==> config.mk <==
export PLATFORM = sky130hd
export DESIGN_NAME = rru_rotate_right_unit
export DESIGN_NICKNAME = d
export VERILOG_FILES = /design/src/rtl/rru_pkg.sv /design/src/rtl/rru_rotate_right_unit.sv
export SDC_FILE = /design/constraint.sdc
export NUM_CORES = 1
export LEC_CHECK = 0
export ABC_AREA = 0
export BUFFER_PORTS_ARGS = -buffer_cell sky130_fd_sc_hd__buf_2
export CELL_PAD_IN_SITES_DETAIL_PLACEMENT = 0
export CELL_PAD_IN_SITES_GLOBAL_PLACEMENT = 1
export CORE_MARGIN = 2
export CORE_UTILIZATION = 36
export CTS_BUF_LIST = sky130_fd_sc_hd__clkbuf_8
export DETAILED_ROUTE_END_ITERATION = 12
export GPL_TIMING_DRIVEN = 1
export PLACE_DENSITY = 0.91
export SLEW_MARGIN = 10
export SYNTH_ARGS = -nofsm -noshare
export SYNTH_HDL_FRONTEND = slang
export SYNTH_SLANG_ARGS = --single-unit
==> constraint.sdc <==
create_clock -name clock_in -period 1.8 [get_ports clock_in]
set_clock_uncertainty 0.15 [all_clocks]
set_input_delay 0.09 -clock clock_in [delete_from_list [all_inputs] [get_ports clock_in]]
set_output_delay 0.09 -clock clock_in [all_outputs]
set_load 0.01 [all_outputs]
==> src/rtl/rru_pkg.sv <==
package rru_pkg;

    // Operand width, bit positions, reset values and the zero byte
    localparam int unsigned DATA_W   = 8;
    localparam int unsigned MSB_POS  = 7;
    localparam int unsigned LSB_POS  = 0;
    localparam logic [7:0]  ACC_RST  = 8'h00;
    localparam logic        CARRY_RST = 1'b0;
    localparam logic [7:0]  BYTE_ZERO = 8'h00;

    // Instruction select
    typedef enum logic [1:0]
    {
        RRU_OP_NONE,
        RRU_OP_ROTATE_RIGHT_INTO_ACCUMULATOR,
        RRU_OP_ROTATE_RIGHT_CARRY_IN_MEMORY,
        RRU_OP_ROTATE_RIGHT_CARRY_TO_ACCUMULATOR
    } rru_op_t;

    // Request from the core: opcode strobe plus operand byte
    typedef struct packed
    {
        logic       valid;
        rru_op_t    op;
        logic [7:0] operand;
    } rru_req_t;

    // Memory write-back carrier
    typedef struct packed
    {
        logic       write;
        logic [7:0] data;
    } rru_wb_t;

endpackage : rru_pkg

==> src/rtl/rru_rotate_right_unit.sv <==
// What this block does
// - Plain rotate: accumulator gets operand shifted right, bit 0 into bit 7.
// - Plain rotate writes accumulator only; memory and all flags stay unchanged.
// - Memory rotate shifts right, old carry into bit 7, result written back.
// - Rotate through carry loads carry from operand bit 0; no other flag.
// - Accumulator carry rotate does the nine-bit rotate, result into accumulator.
module rru_rotate_right_unit
(
    input  wire logic              clock_in,
    input  wire logic              srst_in,
    input  wire rru_pkg::rru_req_t req_in,
    output logic [7:0]             acc_out,
    output logic                   carry_out,
    output rru_pkg::rru_wb_t       wb_out
);
    import rru_pkg::*;

    ////////////////////////////////////////////////////////////////////////////
    // Helper functions

    // Shift right one place and fill the top bit from fill_bit
    function automatic logic [7:0] rru_shift_in
    (
        input logic [7:0] value,
        input logic       fill_bit
    );
        rru_shift_in = {fill_bit, value[MSB_POS:1]};
    endfunction : rru_shift_in

    // True when the request is valid and carries the given instruction
    function automatic logic rru_op_hit
    (
        input rru_req_t req,
        input rru_op_t  op
    );
        rru_op_hit = req.valid && (req.op == op);
    endfunction : rru_op_hit

    ////////////////////////////////////////////////////////////////////////////
    // Instruction decode

    logic plain_rot_hit;
    logic mem_rot_hit;
    logic acc_rot_hit;
    logic carry_rot_hit;

    // One strobe per instruction; idle cycles and the NONE code raise none
    assign plain_rot_hit = rru_op_hit(req_in, RRU_OP_ROTATE_RIGHT_INTO_ACCUMULATOR);
    assign mem_rot_hit   = rru_op_hit(req_in, RRU_OP_ROTATE_RIGHT_CARRY_IN_MEMORY);
    assign acc_rot_hit   = rru_op_hit(req_in, RRU_OP_ROTATE_RIGHT_CARRY_TO_ACCUMULATOR);
    // Both carry rotates share the nine-bit path through the flag
    assign carry_rot_hit = mem_rot_hit || acc_rot_hit;

    ////////////////////////////////////////////////////////////////////////////
    // Carry flag

    logic carry_reg;
    logic carry_next;

    // Carry moves only on a rotate through carry; the plain rotate keeps it
    always_comb
    begin
        carry_next = carry_reg;
        if (carry_rot_hit)
        begin
            carry_next = req_in.operand[LSB_POS];
        end
    end

    // Carry register
    always_ff @(posedge clock_in)
    begin
        if (srst_in)
        begin
            carry_reg <= CARRY_RST;
        end
        else
        begin
            carry_reg <= carry_next;
        end
    end

    ////////////////////////////////////////////////////////////////////////////
    // Accumulator

    logic [7:0] acc_reg;
    logic [7:0] acc_next;

    // Only the two accumulator-destination rotates load a new value
    always_comb
    begin
        acc_next = acc_reg;
        if (plain_rot_hit)
        begin
            acc_next = rru_shift_in(req_in.operand, req_in.operand[LSB_POS]);
        end
        else if (acc_rot_hit)
        begin
            acc_next = rru_shift_in(req_in.operand, carry_reg);
        end
    end

    // Accumulator register
    always_ff @(posedge clock_in)
    begin
        if (srst_in)
        begin
            acc_reg <= ACC_RST;
        end
        else
        begin
            acc_reg <= acc_next;
        end
    end

    ////////////////////////////////////////////////////////////////////////////
    // Memory write-back

    rru_wb_t wb_reg;
    rru_wb_t wb_next;

    // Only the memory rotate writes back; the data bus reads zero otherwise
    always_comb
    begin
        wb_next.write = 1'b0;
        wb_next.data  = BYTE_ZERO;
        if (mem_rot_hit)
        begin
            wb_next.write = 1'b1;
            wb_next.data  = rru_shift_in(req_in.operand, carry_reg);
        end
    end

    // Write-back register, a one-cycle pulse per memory rotate
    always_ff @(posedge clock_in)
    begin
        if (srst_in)
        begin
            wb_reg <= '0;
        end
        else
        begin
            wb_reg <= wb_next;
        end
    end

    ////////////////////////////////////////////////////////////////////////////
    // Outputs

    // Every output comes straight from its state flop
    assign acc_out   = acc_reg;
    assign carry_out = carry_reg;
    assign wb_out    = wb_reg;

    ////////////////////////////////////////////////////////////////////////////
    // Checks

    // Plain rotate: bit 0 wraps into bit 7, carry plays no part
    plain_rotate_acc_a: assert property (@(posedge clock_in) disable iff (srst_in)
        plain_rot_hit |=> acc_out == {$past(req_in.operand[LSB_POS]), $past(req_in.operand[MSB_POS:1])})
        else $error("plain rotate result wrong");

    // Plain rotate leaves memory and carry alone
    plain_rotate_side_a: assert property (@(posedge clock_in) disable iff (srst_in)
        plain_rot_hit |=> !wb_out.write && carry_out == $past(carry_out))
        else $error("plain rotate touched memory or carry");

    // Memory rotate writes the old carry into bit 7 of the byte written back
    mem_rotate_wb_a: assert property (@(posedge clock_in) disable iff (srst_in)
        mem_rot_hit |=> wb_out.write && wb_out.data == {$past(carry_out), $past(req_in.operand[MSB_POS:1])})
        else $error("memory rotate write-back wrong");

    // Memory rotate keeps the accumulator
    mem_rotate_acc_a: assert property (@(posedge clock_in) disable iff (srst_in)
        mem_rot_hit |=> acc_out == $past(acc_out))
        else $error("memory rotate changed accumulator");

    // Both carry rotates load carry from operand bit 0
    carry_from_bit0_a: assert property (@(posedge clock_in) disable iff (srst_in)
        carry_rot_hit |=> carry_out == $past(req_in.operand[LSB_POS]))
        else $error("carry not loaded from bit 0");

    // Accumulator carry rotate puts the old carry into bit 7
    acc_carry_rot_a: assert property (@(posedge clock_in) disable iff (srst_in)
        acc_rot_hit |=> acc_out == {$past(carry_out), $past(req_in.operand[MSB_POS:1])})
        else $error("carry rotate to accumulator wrong");

    // Accumulator carry rotate never writes memory
    acc_carry_nowb_a: assert property (@(posedge clock_in) disable iff (srst_in)
        acc_rot_hit |=> !wb_out.write)
        else $error("accumulator carry rotate wrote memory");

    // Idle cycles change nothing
    idle_quiet_a: assert property (@(posedge clock_in) disable iff (srst_in)
        !req_in.valid |=> !wb_out.write && $stable(acc_out) && $stable(carry_out))
        else $error("idle cycle changed state");

    // A valid request with the NONE code changes nothing either
    none_op_quiet_a: assert property (@(posedge clock_in) disable iff (srst_in)
        (req_in.valid && req_in.op == RRU_OP_NONE) |=> !wb_out.write && $stable(acc_out) && $stable(carry_out))
        else $error("empty instruction changed state");

    // The write-back strobe only ever follows a memory rotate
    mem_wb_cause_a: assert property (@(posedge clock_in) disable iff (srst_in)
        wb_out.write |-> $past(mem_rot_hit))
        else $error("write-back without memory rotate");

    // Write-back data reads zero while no write is under way
    wb_data_idle_a: assert property (@(posedge clock_in) disable iff (srst_in)
        !wb_out.write |-> wb_out.data == BYTE_ZERO)
        else $error("write-back data not zero when idle");

    // Carry moves only after a rotate through carry or a reset
    carry_cause_a: assert property (@(posedge clock_in) disable iff (srst_in)
        $changed(carry_out) |-> $past(carry_rot_hit) || $past(srst_in))
        else $error("carry changed without carry rotate");

    // Accumulator moves only after an accumulator rotate or a reset
    acc_cause_a: assert property (@(posedge clock_in) disable iff (srst_in)
        $changed(acc_out) |-> $past(plain_rot_hit) || $past(acc_rot_hit) || $past(srst_in))
        else $error("accumulator changed without accumulator rotate");

    // Reset clears accumulator, carry and write-back
    reset_values_a: assert property (@(posedge clock_in)
        srst_in |=> acc_out == ACC_RST && carry_out == CARRY_RST && !wb_out.write)
        else $error("reset values wrong");

    // Main scenarios
    cov_plain_rot_c: cover property (@(posedge clock_in) disable iff (srst_in) plain_rot_hit);
    cov_mem_pair_c:  cover property (@(posedge clock_in) disable iff (srst_in) mem_rot_hit ##1 mem_rot_hit);
    cov_mem_acc_c:   cover property (@(posedge clock_in) disable iff (srst_in) mem_rot_hit ##1 acc_rot_hit);
    cov_acc_pair_c:  cover property (@(posedge clock_in) disable iff (srst_in) acc_rot_hit ##1 acc_rot_hit);
    cov_none_op_c:   cover property (@(posedge clock_in) disable iff (srst_in) req_in.valid && req_in.op == RRU_OP_NONE);

endmodule : rru_rotate_right_unit

==> metrics <==
status finished, final reports clean; post-synth cell types 12; detailed router's first-iteration violation count 5; Critical Path Start Type input port; DRT antenna net count 0; Residual DRC 0; Max VDD drop between 0.7 and 0.8 mV; clock sink total 18; die width between 40 and 50 um; Internal Power about 0.65 mW; WS Path Type input port to flop; pin count of the biggest net entering global routing 20; Synth-to-Final Area Change 46.90%; met2 Use GR 0.1778; reg2reg end acc_out[7]; Pleak ~0.45 nW; Worst Max-Slew Pin Slew between 0.3 and 0.4 ns; Yosys reg bits 18; Antenna diodes 0; met3 Usage GRT 0.06275; root buffer cell clkbuf_8; CTS Hold Bufs 10; RSZ-0062 raised after global routing no; Setup TNS 0 ns; worst setup path end carry_out; busiest grt layer met2; first-pass GRT wire length 1897 um; layout cell share with drive strength beyond 1 0.4242; crit path DAT ~1.5 ns; Worst Path Max Fanout 2; CP required 1.84 ns; power per cell area 868.0 nW/um^2; Die Footprint 2148 um^2; Sw Pwr 0.1697 mW; net count after synthesis between 70 and 80; Num CTS Buffers 3; Reg power frac 0.506; drt via density 4.371; most frequent cells in the layout 30 x buf_2, 18 x dfxtp_1, 10 x dlygate4sd3_1; Worst setup EP type flop; Routed WL between 1000 and 1500 um; Slew headroom 0.7988; maxcap violations 0; Setup violations, final 0; CTS max path bufs 2; cells resized by post-CTS repair 0; Syn Area/Cell between 10 and 15 um^2; Die Ht about 46 um; synth warn 0; R2R Setup Slk just under 0.9 ns; final slew viol count 0; Final nets about 110; clock share of power 0.385; Hold Slack roughly 0.034 ns; WL per Instance around 11 um; IO Count 31; fin crit period 1.412 ns; most common cell after layout, fill and taps aside buf_2; detailed-route via count approximately 540; GRT overflow 0; worst reg-to-reg path cell count 2; DRT Pass-1 Iters 4; vias in the first global route about 430; Setup crit start req_in[0]; TritonCTS clock tree done; HP Class input port to flop; initial antenna violation count 0; Mapped Cells 60; Final GP Congestion just over 0.7; # port buffers 30; Synth Cell Area approximately 650 um^2; Clock Pin Slew Worst Setup and Hold Paths roughly 0.070 ns; Setup Fix Bufs, Post-CTS 0; CORE AREA about 1700 um^2; later-pin clock latency in the skew report approximately 0.25 ns; Seq/Total Area, Yosys 0.5581; Starting Density 0.3780; Tot GR Track Use 0.1278; Max Fclk roughly 710 MHz; H-tree depth 1; routing usage on met1 0.1671; R2R Path Start carry_out; final worst path period share 0.7845; Logic pwr share 0.109; row count 15; Final Hold Fails 0; sw frac 0.2062
per-stage QoR:
step / worst slack [ns] / cell area, um^2 / utilization / total power [mW] / instances
final: 0.3879 / 948.4 / 0.5553 / 0.8232 / 124
after global placement: 0.6197 / 793.3 / 0.4645 / 0.4971 / 110
after floorplan: 0.8394 / 645.6 / - / 0.4707 / 60
after CTS: 0.3929 / 948.4 / 0.5553 / 0.8329 / 124
after detailed placement: 0.6057 / 793.3 / 0.4645 / 0.4983 / 110
after global routing: 0.3316 / 948.4 / 0.5553 / 0.8616 / 124
final cells by class:
| type | count | area, um^2 |
|---|---|---|
| fillers | 169 | 759.5 |
| flip-flops and latches | 18 | 360.3 |
| well taps | 25 | 31.28 |
| repair buffers | 41 | 257.7 |
| multi-input cells | 36 | 244.0 |
| clock buffers | 4 | 55.05 |
power groups by stage:
stage	clock (mW)	sequential [mW]	combinational [mW]
floorplan	0	0.432	0.0391
global placement	0	0.425	0.0722
CTS	0.327	0.416	0.0901
global route	0.346	0.417	0.0984
finish	0.317	0.416	0.0898
detailed placement	0	0.425	0.0733
worst max-delay path: stages:
cell and delay, ns:
dlygate4sd3_1 0.52, buf_2 0.11, nand3_1 0.05, dlygate4sd3_1 0.56, a21oi_1 0.12
routing by layer:
layer	routed length, um	vias up	share of wire
met1	599	236	0.46
met3	113	0	0.086
li1	-	283	-
met4	0	0	0
met5	0	-	0
met2	593	23	0.45
synth_stat cells:
library cell / n / area (um^2)
nor4bb_1: 1 / 10.01
buf_4: 2 / 15.01
buf_2: 3 / 15.01
a21bo_2: 7 / 70.07
a21bo_1: 1 / 10.01
dfxtp_1: 18 / 360.4
and2_1: 8 / 50.05
mux2i_1: 1 / 10.01
buf_6: 1 / 11.26
nand3_1: 8 / 40.04
a311oi_1: 1 / 8.760
a21oi_1: 9 / 45.04
cells by family after synthesis:
| group | count (synthesis) | share of synthesized area |
|---|---|---|
| AO/OA/AOI/OAI | 18 | 0.2074 |
| buffers and inverters | 6 | 0.06394 |
| flip-flops | 18 | 0.5581 |
| multiplexers | 1 | 0.01550 |
| AND/OR/NAND/NOR | 17 | 0.1550 |
worst min path at each step:
stage,startpoint,end,cells past startpoint
2_1_floorplan,req_in[1],wb_out[0],1
3_3_place_gp,req_in[7],wb_out[6],2
3_5_place_dp,req_in[2],wb_out[1],2
4_1_cts,req_in[9],carry_out,3
5_1_grt,req_in[9],carry_out,3
6_report,req_in[9],carry_out,3
state kept, by name, summed over array words and instances, names as in the netlist:
name / cells
carry_out: 1
acc_out: 8
wb_out: 9
(Power assumes the default switching activity.)
